File: src/pkg/sbc_pkg.sv
// Package for the standby control block: register map, field layout, reset values.
// Assumes a simple strobe-based register port with read data one cycle after the read strobe.
package sbc_pkg;

  // Register index of the standby control register on the plain port.
  localparam logic [3:0] SBC_STANDBY_CONTROL_ADDR = 4'h0;
  // Register index of the mode status register.
  localparam logic [3:0] SBC_MODE_STATUS_ADDR = 4'h1;

  // Field positions of the standby control register.
  localparam int SBC_STANDBY_SELECT_BIT = 7;
  localparam int SBC_PORT_FLOAT_BIT = 6;
  localparam int SBC_RSVD_ZERO_BIT = 5;
  localparam int SBC_RSVD_ONE_HI = 4;
  localparam int SBC_RSVD_ONE_LO = 1;
  localparam int SBC_IRQ_WAKE_BLOCK_BIT = 0;

  // Reset value: select and float clear, reserved ones set, IRQ wake blocked.
  localparam logic [7:0] SBC_STANDBY_CONTROL_RESET = 8'h1F;
  // Mask of bits that read as fixed ones.
  localparam logic [7:0] SBC_FIXED_ONES = 8'h1E;

  // Power mode state, Gray coded along run, sleep, software standby, hardware standby.
  typedef enum logic [1:0] {
    SBC_RUN = 2'b00,
    SBC_SLEEP = 2'b01,
    SBC_SW_STBY = 2'b11,
    SBC_HW_STBY = 2'b10
  } sbc_mode_t;

  // Wake sources that end sleep or software standby.
  typedef struct packed {
    logic nmi;
    logic [3:0] irq;
    logic other;
  } sbc_wake_t;

endpackage : sbc_pkg

File: src/logic/sbc_standby_control.sv
// Standby control register and power mode sequencer of the power-down unit.
// Assumes synchronous inputs on sys_clk_i, pins given active low, one-cycle register strobes.
//
// The implementer's own choices: the placing of the registers and strobed register access.
`timescale 1ns/1ns
module sbc_standby_control
  import sbc_pkg::*;
#(
  parameter int ADDR_W = 4
) (
  input wire logic sys_clk_i, // System clock, 10 MHz.
  input wire logic arst_n_i, // Asynchronous reset, active low.
  input wire logic [ADDR_W-1:0] reg_addr_i, // Register index.
  input wire logic [7:0] reg_wdata_i, // Write data.
  input wire logic reg_wr_i, // Write strobe.
  input wire logic reg_rd_i, // Read strobe.
  output logic [7:0] reg_rdata_o, // Read data, one cycle after the strobe.
  input wire logic watchdog_run_i, // Watchdog run bit from the watchdog.
  input wire logic sleep_exec_i, // Pulse: CPU executed the sleep instruction.
  input wire sbc_wake_t wake_i, // Wake event pulses.
  input wire logic hw_standby_pin_n_i, // Hardware standby request, active low.
  input wire logic poweron_reset_pin_n_i, // Power-on reset pin, active low.
  input wire logic manual_reset_pin_n_i, // Manual reset pin, active low.
  output logic cpu_halt_o, // CPU halted in sleep or standby.
  output logic clock_stop_o, // Clock generator stopped.
  output logic port_hold_o, // I/O ports hold their state.
  output logic port_float_o, // I/O ports in high impedance.
  output logic manual_reset_o // Manual reset request to the CPU.
);

  // Refuses an index width that cannot hold both register indexes or overflows the decode.
  if (ADDR_W < 1 || ADDR_W > 16) begin : g_addr_w_check
    $error("ADDR_W must lie between 1 and 16");
  end

  logic [7:0] ctrl_reg, ctrl_next;
  sbc_mode_t mode_reg, mode_next;
  logic [7:0] rdata_reg, rdata_next;
  logic wr_ctrl;
  logic irq_wake;
  logic por_active;
  // Mode outputs are kept in flops so that no decode glitch reaches the pins.
  logic cpu_halt_reg, cpu_halt_next;
  logic clock_stop_reg, clock_stop_next;
  logic port_hold_reg, port_hold_next;
  logic port_float_reg, port_float_next;

  // Decodes a register index against the given address.
  function automatic logic hit(input logic [ADDR_W-1:0] a, input logic [3:0] target);
    hit = (a == ADDR_W'(target));
  endfunction : hit

  // Readback view with reserved bits forced to their constants.
  function automatic logic [7:0] ctrl_view(input logic [7:0] r);
    ctrl_view = (r & ~SBC_FIXED_ONES & ~(8'h01 << SBC_RSVD_ZERO_BIT)) | SBC_FIXED_ONES;
  endfunction : ctrl_view

  assign wr_ctrl = reg_wr_i && hit(reg_addr_i, SBC_STANDBY_CONTROL_ADDR);
  assign por_active = !poweron_reset_pin_n_i;
  assign irq_wake = (|wake_i.irq) && !ctrl_reg[SBC_IRQ_WAKE_BLOCK_BIT];

  // Next value of the standby control register.
  always_comb begin
    ctrl_next = ctrl_reg;
    if (por_active) begin
      ctrl_next = SBC_STANDBY_CONTROL_RESET;
    end else if (wr_ctrl) begin
      ctrl_next[SBC_IRQ_WAKE_BLOCK_BIT] = reg_wdata_i[SBC_IRQ_WAKE_BLOCK_BIT];
      // Clearing is always allowed; setting is refused while the watchdog runs.
      if (!reg_wdata_i[SBC_STANDBY_SELECT_BIT] || !watchdog_run_i) begin
        ctrl_next[SBC_STANDBY_SELECT_BIT] = reg_wdata_i[SBC_STANDBY_SELECT_BIT];
      end
      if (!reg_wdata_i[SBC_PORT_FLOAT_BIT] || !watchdog_run_i) begin
        ctrl_next[SBC_PORT_FLOAT_BIT] = reg_wdata_i[SBC_PORT_FLOAT_BIT];
      end
    end
  end

  // Next power mode.
  always_comb begin
    mode_next = mode_reg;
    unique case (mode_reg)
      SBC_RUN: begin
        if (sleep_exec_i) begin
          mode_next = ctrl_reg[SBC_STANDBY_SELECT_BIT] ? SBC_SW_STBY : SBC_SLEEP;
        end
      end
      SBC_SLEEP: begin
        if (wake_i.nmi || wake_i.other || (|wake_i.irq) || !manual_reset_pin_n_i) begin
          mode_next = SBC_RUN;
        end
      end
      SBC_SW_STBY: begin
        if (wake_i.nmi || irq_wake || !manual_reset_pin_n_i) begin
          mode_next = SBC_RUN;
        end
      end
      SBC_HW_STBY: begin
        mode_next = SBC_HW_STBY;
      end
    endcase
    if (!hw_standby_pin_n_i) begin
      mode_next = SBC_HW_STBY;
    end else if (por_active) begin
      mode_next = SBC_RUN;
    end else if (mode_reg == SBC_HW_STBY) begin
      mode_next = SBC_RUN;
    end
  end

  // Read data for the cycle after a read strobe.
  always_comb begin
    rdata_next = 8'h00;
    if (reg_rd_i) begin
      if (hit(reg_addr_i, SBC_STANDBY_CONTROL_ADDR)) begin
        rdata_next = ctrl_view(ctrl_reg);
      end else if (hit(reg_addr_i, SBC_MODE_STATUS_ADDR)) begin
        rdata_next = {6'h00, mode_reg};
      end
    end
  end

  // Next values of the mode outputs, decoded from the next mode so the flops track the mode register.
  always_comb begin
    cpu_halt_next = (mode_next != SBC_RUN);
    clock_stop_next = (mode_next == SBC_SW_STBY) || (mode_next == SBC_HW_STBY);
    // Port state in standby chosen by the float field; hardware standby always floats.
    port_float_next = (mode_next == SBC_HW_STBY) ||
                      ((mode_next == SBC_SW_STBY) && ctrl_next[SBC_PORT_FLOAT_BIT]);
    port_hold_next = (mode_next == SBC_SW_STBY) && !ctrl_next[SBC_PORT_FLOAT_BIT];
  end

  // Standby control register; reserved positions keep their reset constants for ever.
  always_ff @(posedge sys_clk_i or negedge arst_n_i) begin
    if (!arst_n_i) begin
      ctrl_reg <= SBC_STANDBY_CONTROL_RESET;
    end else begin
      ctrl_reg <= ctrl_next;
    end
  end

  // Power mode register.
  always_ff @(posedge sys_clk_i or negedge arst_n_i) begin
    if (!arst_n_i) begin
      mode_reg <= SBC_RUN;
    end else begin
      mode_reg <= mode_next;
    end
  end

  // Read data register; it holds zero except in the cycle after a read strobe.
  always_ff @(posedge sys_clk_i or negedge arst_n_i) begin
    if (!arst_n_i) begin
      rdata_reg <= 8'h00;
    end else begin
      rdata_reg <= rdata_next;
    end
  end

  // Mode output flops; after reset they match the run mode.
  always_ff @(posedge sys_clk_i or negedge arst_n_i) begin
    if (!arst_n_i) begin
      cpu_halt_reg <= 1'b0;
      clock_stop_reg <= 1'b0;
      port_hold_reg <= 1'b0;
      port_float_reg <= 1'b0;
    end else begin
      cpu_halt_reg <= cpu_halt_next;
      clock_stop_reg <= clock_stop_next;
      port_hold_reg <= port_hold_next;
      port_float_reg <= port_float_next;
    end
  end

  // Outputs come straight from their flops.
  assign reg_rdata_o = rdata_reg;
  assign cpu_halt_o = cpu_halt_reg;
  assign clock_stop_o = clock_stop_reg;
  assign port_float_o = port_float_reg;
  assign port_hold_o = port_hold_reg;
  // The manual reset request passes straight through so the CPU sees it without delay.
  assign manual_reset_o = !manual_reset_pin_n_i;

  property p_sleep_mode;
    @(posedge sys_clk_i) disable iff (!arst_n_i)
      (mode_reg == SBC_RUN && sleep_exec_i && !ctrl_reg[SBC_STANDBY_SELECT_BIT] && hw_standby_pin_n_i
       && poweron_reset_pin_n_i) |=> (mode_reg == SBC_SLEEP && !clock_stop_o);
  endproperty
  a_sleep_mode: assert property (p_sleep_mode) else $error("sleep instruction did not enter sleep");

  property p_sw_standby;
    @(posedge sys_clk_i) disable iff (!arst_n_i)
      (mode_reg == SBC_RUN && sleep_exec_i && ctrl_reg[SBC_STANDBY_SELECT_BIT] && hw_standby_pin_n_i
       && poweron_reset_pin_n_i) |=> (mode_reg == SBC_SW_STBY && clock_stop_o);
  endproperty
  a_sw_standby: assert property (p_sw_standby) else $error("sleep did not enter software standby");

  property p_select_blocked;
    @(posedge sys_clk_i) disable iff (!arst_n_i)
      (watchdog_run_i && !ctrl_reg[SBC_STANDBY_SELECT_BIT] && !por_active) |=> !ctrl_reg[SBC_STANDBY_SELECT_BIT];
  endproperty
  a_select_blocked: assert property (p_select_blocked) else $error("select set while watchdog ran");

  property p_float_blocked;
    @(posedge sys_clk_i) disable iff (!arst_n_i)
      (watchdog_run_i && !ctrl_reg[SBC_PORT_FLOAT_BIT]) |=> !ctrl_reg[SBC_PORT_FLOAT_BIT];
  endproperty
  a_float_blocked: assert property (p_float_blocked) else $error("float set while watchdog ran");

  property p_port_state;
    @(posedge sys_clk_i) disable iff (!arst_n_i)
      (mode_reg == SBC_SW_STBY) |-> (port_float_o == ctrl_reg[SBC_PORT_FLOAT_BIT]) && (port_hold_o != port_float_o);
  endproperty
  a_port_state: assert property (p_port_state) else $error("standby port state wrong");

  property p_reserved_read;
    @(posedge sys_clk_i) disable iff (!arst_n_i)
      (reg_rd_i && hit(reg_addr_i, SBC_STANDBY_CONTROL_ADDR)) |=> (reg_rdata_o[5:1] == 5'b01111);
  endproperty
  a_reserved_read: assert property (p_reserved_read) else $error("reserved bits misread");

  property p_irq_blocked;
    @(posedge sys_clk_i) disable iff (!arst_n_i)
      (mode_reg == SBC_SW_STBY && ctrl_reg[SBC_IRQ_WAKE_BLOCK_BIT] && !wake_i.nmi && manual_reset_pin_n_i
       && hw_standby_pin_n_i && poweron_reset_pin_n_i) |=> (mode_reg == SBC_SW_STBY);
  endproperty
  a_irq_blocked: assert property (p_irq_blocked) else $error("blocked IRQ ended standby");

  property p_irq_wake;
    @(posedge sys_clk_i) disable iff (!arst_n_i)
      (mode_reg == SBC_SW_STBY && !ctrl_reg[SBC_IRQ_WAKE_BLOCK_BIT] && (|wake_i.irq) && hw_standby_pin_n_i)
      |=> (mode_reg == SBC_RUN);
  endproperty
  a_irq_wake: assert property (p_irq_wake) else $error("IRQ did not end standby");

  property p_other_fields;
    @(posedge sys_clk_i) disable iff (!arst_n_i)
      (wr_ctrl && !por_active) |=> (ctrl_reg[SBC_IRQ_WAKE_BLOCK_BIT] == $past(reg_wdata_i[SBC_IRQ_WAKE_BLOCK_BIT]));
  endproperty
  a_other_fields: assert property (p_other_fields) else $error("free field not written");

  property p_hw_standby;
    @(posedge sys_clk_i) disable iff (!arst_n_i)
      !hw_standby_pin_n_i |=> (mode_reg == SBC_HW_STBY) && port_float_o;
  endproperty
  a_hw_standby: assert property (p_hw_standby) else $error("hardware standby not entered");

  property p_hw_release;
    @(posedge sys_clk_i) disable iff (!arst_n_i)
      (mode_reg == SBC_HW_STBY && hw_standby_pin_n_i) |=> (mode_reg == SBC_RUN) && !port_float_o && !cpu_halt_o;
  endproperty
  a_hw_release: assert property (p_hw_release) else $error("hardware standby not left");

  property p_por_reinit;
    @(posedge sys_clk_i) disable iff (!arst_n_i)
      (por_active && hw_standby_pin_n_i) |=> (ctrl_reg == SBC_STANDBY_CONTROL_RESET) && (mode_reg == SBC_RUN);
  endproperty
  a_por_reinit: assert property (p_por_reinit) else $error("power-on reset pin did not reinitialise");

  property p_rdata_idle;
    @(posedge sys_clk_i) disable iff (!arst_n_i)
      !reg_rd_i |=> (reg_rdata_o == 8'h00);
  endproperty
  a_rdata_idle: assert property (p_rdata_idle) else $error("read data stood without a read strobe");

  property p_ctrl_read;
    @(posedge sys_clk_i) disable iff (!arst_n_i)
      (reg_rd_i && hit(reg_addr_i, SBC_STANDBY_CONTROL_ADDR))
      |=> (reg_rdata_o[SBC_STANDBY_SELECT_BIT] == $past(ctrl_reg[SBC_STANDBY_SELECT_BIT]))
      && (reg_rdata_o[SBC_PORT_FLOAT_BIT] == $past(ctrl_reg[SBC_PORT_FLOAT_BIT]))
      && (reg_rdata_o[SBC_IRQ_WAKE_BLOCK_BIT] == $past(ctrl_reg[SBC_IRQ_WAKE_BLOCK_BIT]));
  endproperty
  a_ctrl_read: assert property (p_ctrl_read) else $error("writable field misread");

  property p_select_kept;
    @(posedge sys_clk_i) disable iff (!arst_n_i)
      (wr_ctrl && watchdog_run_i && reg_wdata_i[SBC_STANDBY_SELECT_BIT] && !por_active)
      |=> $stable(ctrl_reg[SBC_STANDBY_SELECT_BIT]);
  endproperty
  a_select_kept: assert property (p_select_kept) else $error("blocked select changed");

  property p_float_kept;
    @(posedge sys_clk_i) disable iff (!arst_n_i)
      (wr_ctrl && watchdog_run_i && reg_wdata_i[SBC_PORT_FLOAT_BIT] && !por_active)
      |=> $stable(ctrl_reg[SBC_PORT_FLOAT_BIT]);
  endproperty
  a_float_kept: assert property (p_float_kept) else $error("blocked float changed");

  property p_sleep_wake;
    @(posedge sys_clk_i) disable iff (!arst_n_i)
      (mode_reg == SBC_SLEEP && (|wake_i) && hw_standby_pin_n_i) |=> (mode_reg == SBC_RUN) && !cpu_halt_o;
  endproperty
  a_sleep_wake: assert property (p_sleep_wake) else $error("wake event did not end sleep");

endmodule : sbc_standby_control

File: config.mk
export PLATFORM = sky130hd
export DESIGN_NAME = sbc_standby_control
export DESIGN_NICKNAME = d
export VERILOG_FILES = /design/src/pkg/sbc_pkg.sv /design/src/logic/sbc_standby_control.sv
export SDC_FILE = /design/constraint.sdc
export NUM_CORES = 1
export LEC_CHECK = 0
export ABC_AREA = 1
export BUFFER_PORTS_ARGS = -buffer_cell sky130_fd_sc_hd__buf_2
export CAP_MARGIN = 20
export CORE_UTILIZATION = 48
export CTS_BUF_LIST = sky130_fd_sc_hd__clkbuf_2 sky130_fd_sc_hd__clkbuf_4 sky130_fd_sc_hd__clkbuf_8
export DETAILED_ROUTE_END_ITERATION = 8
export PLACE_DENSITY = 0.86
export SLEW_MARGIN = 20
export SYNTH_ARGS = -nofsm -noshare
export SYNTH_HDL_FRONTEND = slang
export SYNTH_SLANG_ARGS = --single-unit
File: constraint.sdc
create_clock -name sys_clk_i -period 2 [get_ports sys_clk_i]
set_input_delay 0.2 -clock sys_clk_i [delete_from_list [all_inputs] [get_ports sys_clk_i]]
set_output_delay 0.2 -clock sys_clk_i [all_outputs]
set_load 0.05 [all_outputs]
## Word-level counts from Yosys, hierarchy flattened

Index checks and enable logic that the tools add are counted.

- Reduce and logical (&&, ||, !) cells: 24
- Multiplexer cells: 17
- Eq/ne operators: 8

Operator list:

| operator | count |
|---|---|
| two-way mux 2 bit | 10 |
| two-way mux 8 bit | 2 |
| logical OR 1 bit | 9 |
| == test 2 bit, second input constant | 4 |
| zero test 1 bit | 6 |
| one-hot mux 2 bit (3 select lines) | 1 |
| == test 4 x 1 -> 1 bit, second input constant | 1 |
| logical AND 1 bit | 4 |
| zero test 4 bit | 1 |
| two-way mux 1 bit | 4 |
| != test 2 x 1 -> 1 bit, second input constant | 2 |
| OR reduction 4 bit | 1 |
| == test 2 x 1 -> 1 bit, second input constant | 1 |
| zero test 2 bit | 1 |
| AND reduction 2 bit | 1 |
| nonzero test 2 bit | 1 |

- Bits in registers: 17
- Output and inout port bits: 13

## Depth between registers and ports, before layout

Gate-level depths: netlist of the first run.

- Depth after elaboration: 12
- Mapped depth: 8

## Worst setup path after synthesis of the first run

No wires, ideal clock.

- Kind: reg2out
- Start point: register, netlist name reg_rdata_o[4]
- End point: output reg_rdata_o[3]
- Path slack: 0.895 ns
- Data arrival time: 0.905 ns
- Path buffers: 1
- Cell stages (with the launch flop): 2
- Path through: dfrtp_1 buf_4

RTL lines:

| item | RTL line | RTL |
|---|---|---|
| end, declared | sbc_standby_control.sv:17 | `output logic [7:0] reg_rdata_o,` |

## Worst setup path after layout of the first run

- Start point: register ctrl_reg[0]
- End point: register port_float_reg (netlist: port_float_o)

- Longest elaborated chain between the ends: 12

RTL lines:

| item | RTL line | RTL |
|---|---|---|
| start, declared | sbc_standby_control.sv:36 | `logic [7:0] ctrl_reg, ctrl_next;` |
| start signal, assigned | sbc_standby_control.sv:138 | `ctrl_reg <= ctrl_next;` |
| zero test 1 bit * | sbc_standby_control.sv:60 | `assign irq_wake = (\|wake_i.irq) && !ctrl_reg[SBC_IRQ_WAKE_BLOCK_BIT];` |
| logical AND 1 bit * | sbc_standby_control.sv:60 |  |
| logical OR 1 bit * (2 in series) | sbc_standby_control.sv:94 | `if (wake_i.nmi \|\| irq_wake \|\| !manual_reset_pin_n_i) begin` |
| two-way mux 2 bit * | sbc_standby_control.sv:94 |  |
| one-hot mux 2 bit (3 select lines) * | sbc_standby_control.sv:82 | `unique case (mode_reg)` |
| two-way mux 2 bit * | sbc_standby_control.sv:106 | `end else if (mode_reg == SBC_HW_STBY) begin` |
| two-way mux 2 bit * | sbc_standby_control.sv:104 | `end else if (por_active) begin` |
| two-way mux 2 bit * | sbc_standby_control.sv:102 | `if (!hw_standby_pin_n_i) begin` |
| == test 2 bit | sbc_standby_control.sv:129 | `((mode_next == SBC_SW_STBY) && ctrl_next[SBC_PORT_FLOAT_BIT]);` |
| logical AND 1 bit | sbc_standby_control.sv:129 |  |
| logical OR 1 bit * | sbc_standby_control.sv:128 | `port_float_next = (mode_next == SBC_HW_STBY) \|\|` |
| named net port_float_next | sbc_standby_control.sv:46 | `logic port_float_reg, port_float_next;` |
| end signal, assigned | sbc_standby_control.sv:171 | `port_float_reg <= port_float_next;` |
| end, declared | sbc_standby_control.sv:46 |  |

The timed path passes the listed nets; every way through them passes the cells marked *.
A chain may end at the register's enable or synchronous reset.

==> run summary, run 1 <==
post-route minimum period - 1.23 ns
syn_nets - 113
die footprint - 1660 sq um
number of iterations in the first detailed-routing pass - 5
Met1 Wirelength - 572 um
PwrDens - 658 nW/um^2
largest area contributor in the netlist - dfrtp_1
Vias - 658
area fraction of the dominant cell type after synthesis - 45.1%
RSZ-0062 raised after global routing - no
Routed Antenna Nets - 0
core area - 1350 sq um
Netlist cell types - 20
hpwl dp - 1.13 mm
TritonCTS clock tree - yes
Final period util - 61.4%
share of cells above drive strength 1 - 39.7%
cell count after synthesis - 86
n_diodes - 0
Post-synth EDFFs - 0
WL met2 - 790 um
Yosys reg bits - 14
clk root buf - clkbuf_4
Filler Cells Inserted - 112
count of input and output buffers - 33
crit-path max FO - 3
Yosys warning count - 0
CP Launch Point - ctrl_reg[0]
Worst EP arrival - 1.39 ns
row cnt - 13
leakage - 0.520 nW
first-pass GRT wire length - 2.45 mm
# IOs - 40
die width - 40.8 um
Final Slew Violations - 0
final-report hold violation count - 0
critical path class - reg -> reg
top_reg_cell synth - dfrtp_1
synthesized cell area - 721 sq um
effective utilization at floorplan - 53.4%
most frequent cell on the critical path - nand2_1
initial antenna violation count - 0
FFs w/ async S/R, synth - 100%
setup bufs post-CTS - 0
gp weighted congestion - 0.743
Critical Path End Type - flop
Mean Syn Cell Area - 8.38 sq um
Crit-path slowest cell - dfstp_2
iteration-0 DRC count of the detailed router - 10
H-tree depth - 1
placement-stage cell area - 882 sq um
Nets - 149
clock sinks - 14
pin count of the biggest net entering global routing - 15
CTS Buf Count - 3
max reg flops - 5
wirelength, routed - 1.47 mm
top sig layer - met4
Max Freq - 814 MHz
maximum vdd drop - 0.431 mV
maxcap violations - 0
status - complete, no violations
Reg-to-Reg Start - ctrl_reg[0]
Final Skew - 0.00119 ns
startpoint class of the critical path - flop
met3 WL post-DR - 68 um
crit-path cells - inv_1 -> nand2_1 -> nand2_1 -> nand3_1 -> nand2_1 -> nor2_2 -> nor2_2
vias in the first global route - 616
sequential fraction of the synthesis area - 48.8%
Avg Vias per Cell - 4.84
area grow syn2layout - 28.8%
Wirelength per Cell - 10.8 um
# setup viols final - 0
final instance area - 928 sq um
worst hold path startpoint - poweron_reset_pin_n_i
hold crit path type - in -> reg
setup_tns - 0 ns
die height - 40.8 um
synth top area cells - dfrtp_1 45%, inv_1 8.9%, nand2_1 8.9%
Worst Path Required - 2.16 ns
CTS max path bufs - 2
DR DRC count - 0
clock slew seen by the registers of the worst setup and hold paths - 0.08 ns
Overflow after GRT - 0
Critical Path Max Stage Delay - 0.52 ns
total track usage - 23.2%
worst skew pair latency - 0.27 ns
commonest cells in the netlist - 17 x inv_1, 17 x nand2_1, 13 x dfrtp_1
-- stage by stage --
step	utilization [%]	setup WS (ns)	instances	power [mW]	hold slack [ns]
final	68.8	0.771	136	0.611	0.139
after global routing	68.8	0.693	136	0.636	0.144
after CTS	68.8	0.784	136	0.611	0.131
after detailed placement	65.3	0.806	131	0.414	0.108
after global placement	65.3	0.848	131	0.410	0.0954
after floorplan	-	0.895	86	0.370	-0.0956
-- layout make-up --
class / instances / area [sq um] / share of cell area (%)
tap: 15 / 18.8 / 2.02
sequential: 14 / 352 / 37.9
clock buffer: 4 / 36.3 / 3.91
multi-input combinational: 52 / 283 / 30.5
timing repair buffer: 34 / 175 / 18.9
inverter: 17 / 63.8 / 6.87
-- timing repair --
action,4_1_cts,5_1_grt
gates resized for setup,0,0
endpoints found under the setup margin,0,0
hold endpoints to repair,13,0
hold buffers,1,0
-- power by group --
part	leakage, nW	internal [mW]	switching, mW
Sequential	0.181	0.292	0.00389
Clock	0.0210	0.111	0.0905
Combinational	0.318	0.0350	0.0786
-- layout by cell type, fill, tap and decap left out, types with 2 or more instances in the layout --
| cell | count |
|---|---|
| buf_2 | 33 |
| inv_1 | 17 |
| a21oi_1 | 2 |
| nor2_4 | 4 |
| nand3_1 | 3 |
| nor2_2 | 3 |
| dfrtp_1 | 13 |
| nor2_1 | 9 |
| clkbuf_4 | 3 |
| o21ai_0 | 5 |
| nand2_1 | 17 |
-- final timing paths --
check / to / slack, ns / cells past startpoint
setup / recovery: port_float_o / 0.77 / 7
hold / removal: ctrl_reg[0] / 0.14 / 2
setup reg to reg: port_float_o / 0.77 / 7
hold reg to reg: reg_rdata_o[7] / 0.54 / 2
max in group asynchronous: ctrl_reg[0] / 1.38 / 2
min in group asynchronous: cpu_halt_o / 0.34 / 2
-- layer usage --
| metal | global-route usage, % | vias to the layer above |
|---|---|---|
| met5 | 0 | - |
| met4 | 15.8 | 0 |
| met3 | 4.35 | 4 |
| met2 | 42.9 | 24 |
| met1 | 23.0 | 301 |
| li1 | - | 329 |
-- logic make-up (layout without fill, tap and decap cells) --
logic type / after synthesis / count (layout) / synth area share (%)
flip-flops: 14 / 14 / 48.8
AO/OA/AOI/OAI: 11 / 11 / 9.20
buffers and inverters: 20 / 55 / 12.0
AND/OR/NAND/NOR: 40 / 40 / 29.5
other: 1 / 1 / 0.520
-- critical path: cells and delay by family (launching register included) --
family                 cells  cell delay [ns]
buffers and inverters      1             0.07
DFF                        1             0.52
and+or+nand+nor            6             0.52
No activity file was read; power rests on OpenSTA's default activity.
==> run 2: changes to the inputs <==
--- a/config.mk
+++ b/config.mk
@@ -5,13 +5,13 @@
 export SDC_FILE = /design/constraint.sdc
 export NUM_CORES = 1
 export LEC_CHECK = 0
-export ABC_AREA = 1
+export ABC_AREA = 0
 export BUFFER_PORTS_ARGS = -buffer_cell sky130_fd_sc_hd__buf_2
 export CAP_MARGIN = 20
-export CORE_UTILIZATION = 48
+export CORE_UTILIZATION = 42
 export CTS_BUF_LIST = sky130_fd_sc_hd__clkbuf_2 sky130_fd_sc_hd__clkbuf_4 sky130_fd_sc_hd__clkbuf_8
 export DETAILED_ROUTE_END_ITERATION = 8
-export PLACE_DENSITY = 0.86
+export PLACE_DENSITY = 0.8
 export SLEW_MARGIN = 20
 export SYNTH_ARGS = -nofsm -noshare
 export SYNTH_HDL_FRONTEND = slang
==> constraint.sdc (replaced) <==
create_clock -name sys_clk_i -period 1.25 [get_ports sys_clk_i]
set_input_delay 0.125 -clock sys_clk_i [delete_from_list [all_inputs] [get_ports sys_clk_i]]
set_output_delay 0.125 -clock sys_clk_i [all_outputs]
set_load 0.05 [all_outputs]
==> run summary, run 2 <==
synthesized cell area - 622 sq um (-14%)
mux contribution to synthesized area - 3.22% (+3.2 points)
fin cells - 101 (-26%)
Post-synth EDFFs - 0 (unchanged)
share of cells above drive strength 1 - 58.1% (+18 points)
number of iterations in the first detailed-routing pass - 4 (-1)
Final period util - 101% (+39 points)
Placed Cells incl. Taps - 96 (-27%)
adder-cell share of the synthesized area - 0% (unchanged)
CTS Buf Count - 3 (unchanged)
FFs w/ async S/R, synth - 100% (unchanged)
sequential fraction of the synthesis area - 56.5% (+7.8 points)
RR Endpoint - port_float_o
vias in the first global route - 487 (-21%)
Reg2Reg Depth - 4 (-3)
hold crit path type - in -> reg
Reg-to-Reg Start - mode_reg[0]
cell count after synthesis - 50 (-42%)
row cnt - 13 (unchanged)
Levels on crit path - 4 (-3)
iteration-0 DRC count of the detailed router - 7 (-3)
Final Skew - 0.00173 ns (+0.000537 ns)
Total Power - 0.936 mW (+53%)
most frequent cells in the layout - 33 x buf_2, 13 x dfrtp_1, 4 x inv_1, 4 x nand3_1, 3 x clkbuf_4
initial antenna violation count - 0 (unchanged)
clk root buf - clkbuf_4
die width - 40.5 um (-0.66%)
gp weighted congestion - 0.704 (-5.3%)
crit-path max FO - 4 (+1)
Max Freq - 795 MHz (-2.3%)
post-route minimum period - 1.26 ns (+0.0292 ns)
CTS max path bufs - 2 (unchanged)
crit-path leading delay family - compound AO/OA/AOI/OAI gates
largest family of logic cells by synthesized area - simple AND/OR/NAND/NOR gates
n_diodes - 0 (unchanged)
maxcap violations - 0 (unchanged)
RSZ-0062 raised after global routing - yes
leakage - 0.470 nW (-9.7%)
Netlist cell types - 23 (+15%)
Avg Vias per Cell - 5.04 (+4.2%)
Worst EP arrival - 1.43 ns (+0.04 ns)
final core occ - 64.3% (-4.5 points)
H-tree depth - 1 (unchanged)
Compound-Gate Fraction of Synth Area - 11.9% (+2.7 points)
status - complete, but fails checks
PwrDens - 1090 nW/um^2 (+66%)
# setup viols final - 1 (+1)
crit-path cells - and3b_2 -> o2111ai_2 -> o21a_2 -> o21a_1
die footprint - 1640 sq um (-1.3%)
worst path bufs/invs - 0 (-1)
Post-Synth XOR/XNOR Area - 0% (unchanged)
synth top area cells - dfrtp_1 52%, dfstp_2 4.2%, buf_4 3.6%
hpwl dp - 970 um (-14%)
Critical Path End Type - flop
startpoint class of the critical path - flop
Vias - 509 (-23%)
# IOs - 40 (unchanged)
first-pass GRT wire length - 1.88 mm (-23%)
core area - 1330 sq um (-1.2%)
TritonCTS clock tree - yes
Critical Path Max Stage Delay - 0.40 ns (-0.12 ns)
syn_nets - 77 (-32%)
die height - 40.5 um (-0.66%)
Final Slew Violations - 0 (unchanged)
final worst slack - -0.00802 ns (-0.779 ns)
largest area contributor in the netlist - dfrtp_1
Routed Antenna Nets - 0 (unchanged)
clock slew seen by the registers of the worst setup and hold paths - 0.08 ns (about the same)
maximum vdd drop - 0.425 mV (-1.5%)
critical path endpoint - port_float_o
CP Launch Point - mode_reg[0]
Worst Path Required - 1.42 ns (-0.74 ns)
Nets - 114 (-23%)
DR DRC count - 0 (unchanged)
pin count of the biggest net entering global routing - 15 (unchanged)
area grow syn2layout - 37.8%
clock sinks - 14 (unchanged)
count leader, synth - dfrtp_1
critical path class - reg -> reg
Crit-path slowest cell - dfrtp_1
Overflow after GRT - 0 (unchanged)
Mean Syn Cell Area - 12.4 sq um (+48%)
count of input and output buffers - 33 (unchanged)
commonest non-fill, non-tap cell in the layout - buf_2
max reg flops - 5 (unchanged)
Wirelength per Cell - 11.9 um (+11%)
wirelength, routed - 1.20 mm (-18%)
setup bufs post-CTS - 0 (unchanged)
effective utilization at floorplan - 46.6% (-6.8 points)
top_reg_cell synth - dfrtp_1
worst skew pair latency - 0.27 ns (about the same)
Yosys reg bits - 14 (unchanged)
Yosys warning count - 0 (unchanged)
r2r setup slk - -0.008 ns (-0.78 ns)
commonest cells in the netlist - 13 x dfrtp_1, 4 x inv_1, 4 x nand3_1
final-report hold violation count - 0 (unchanged)
total track usage - 18.0% (-5.2 points)
Filler Cells Inserted - 128 (+14%)
failing checks - negative setup slack
area fraction of the dominant cell type after synthesis - 52.3% (+7.2 points)
Synth Area in Simple Gates - 21.7% (-7.8 points)
[run 2: metal layers]
layer	wire length, um	track usage [%]
met1	503	18.9
met2	631	32.5
met3	69	5.56
met4	0	7.50
met5	0	0
[run 2: area by class of cell]
cell class	instances	area (sq um)	area share, %
well taps	15	18.8	2.19
clock buffers	4	36.3	4.23
flip-flops and latches	14	352	41.0
inverters	4	15.0	1.75
multi-input cells	29	253	29.5
repair buffers	35	183	21.3
[run 2: worst min path at each step]
stage	startpoint	cells after the start	to	slack [ns]
global placement	arst_n_i	1	reg_rdata_o[4]	0.03
detailed placement	arst_n_i	1	reg_rdata_o[4]	0.03
global route	hw_standby_pin_n_i	2	clock_stop_o	0.08
CTS	poweron_reset_pin_n_i	2	ctrl_reg[0]	0.06
finish	reg_wdata_i[0]	3	ctrl_reg[0]	0.07
floorplan	arst_n_i	0	clock_stop_o	-0.17
[run 2: power by group]
| part | leakage (nW) | switching (mW) | internal [mW] |
|---|---|---|---|
| sequential | 0.182 | 0.00530 | 0.465 |
| combinational | 0.267 | 0.0943 | 0.0520 |
| clock | 0.0210 | 0.143 | 0.177 |
| total | 0.470 | 0.242 | 0.694 |
[run 2: through the flow]
step | setup WS (ns) | setup TNS (ns) | area [sq um] | hold slack, ns
CTS | 0.0108 | 0 | 837 | 0.0566
global route | -0.0760 | -0.111 | 857 | 0.0799
global placement | 0.0472 | 0 | 791 | 0.0275
detailed placement | 0.0310 | 0 | 791 | 0.0323
floorplan | 0.0816 | 0 | 622 | -0.171
finish | -0.00802 | -0.00802 | 857 | 0.0680
[run 2: logic make-up (layout without fill, tap and decap cells)]
family,after synthesis,after routing
AOI/OAI and AO/OA,8,8
buffers and inverters,7,43
other,1,1
DFF,14,14
muxes,2,2
and+or+nand+nor,18,18
[run 2: tightest hold or removal path: cells and delay by family]
family / cells / cell delay, ns
buffers and inverters: 1 / 0.08
muxes: 1 / 0.05
and+or+nand+nor: 1 / 0.06
[run 2: repair_timing]
item / 4_1_cts / 5_1_grt
hold endpoints to repair: 14 / 0
resized for setup: 0 / 5
hold buffers: 1 / 0
setup endpoints to repair: 0 / 3
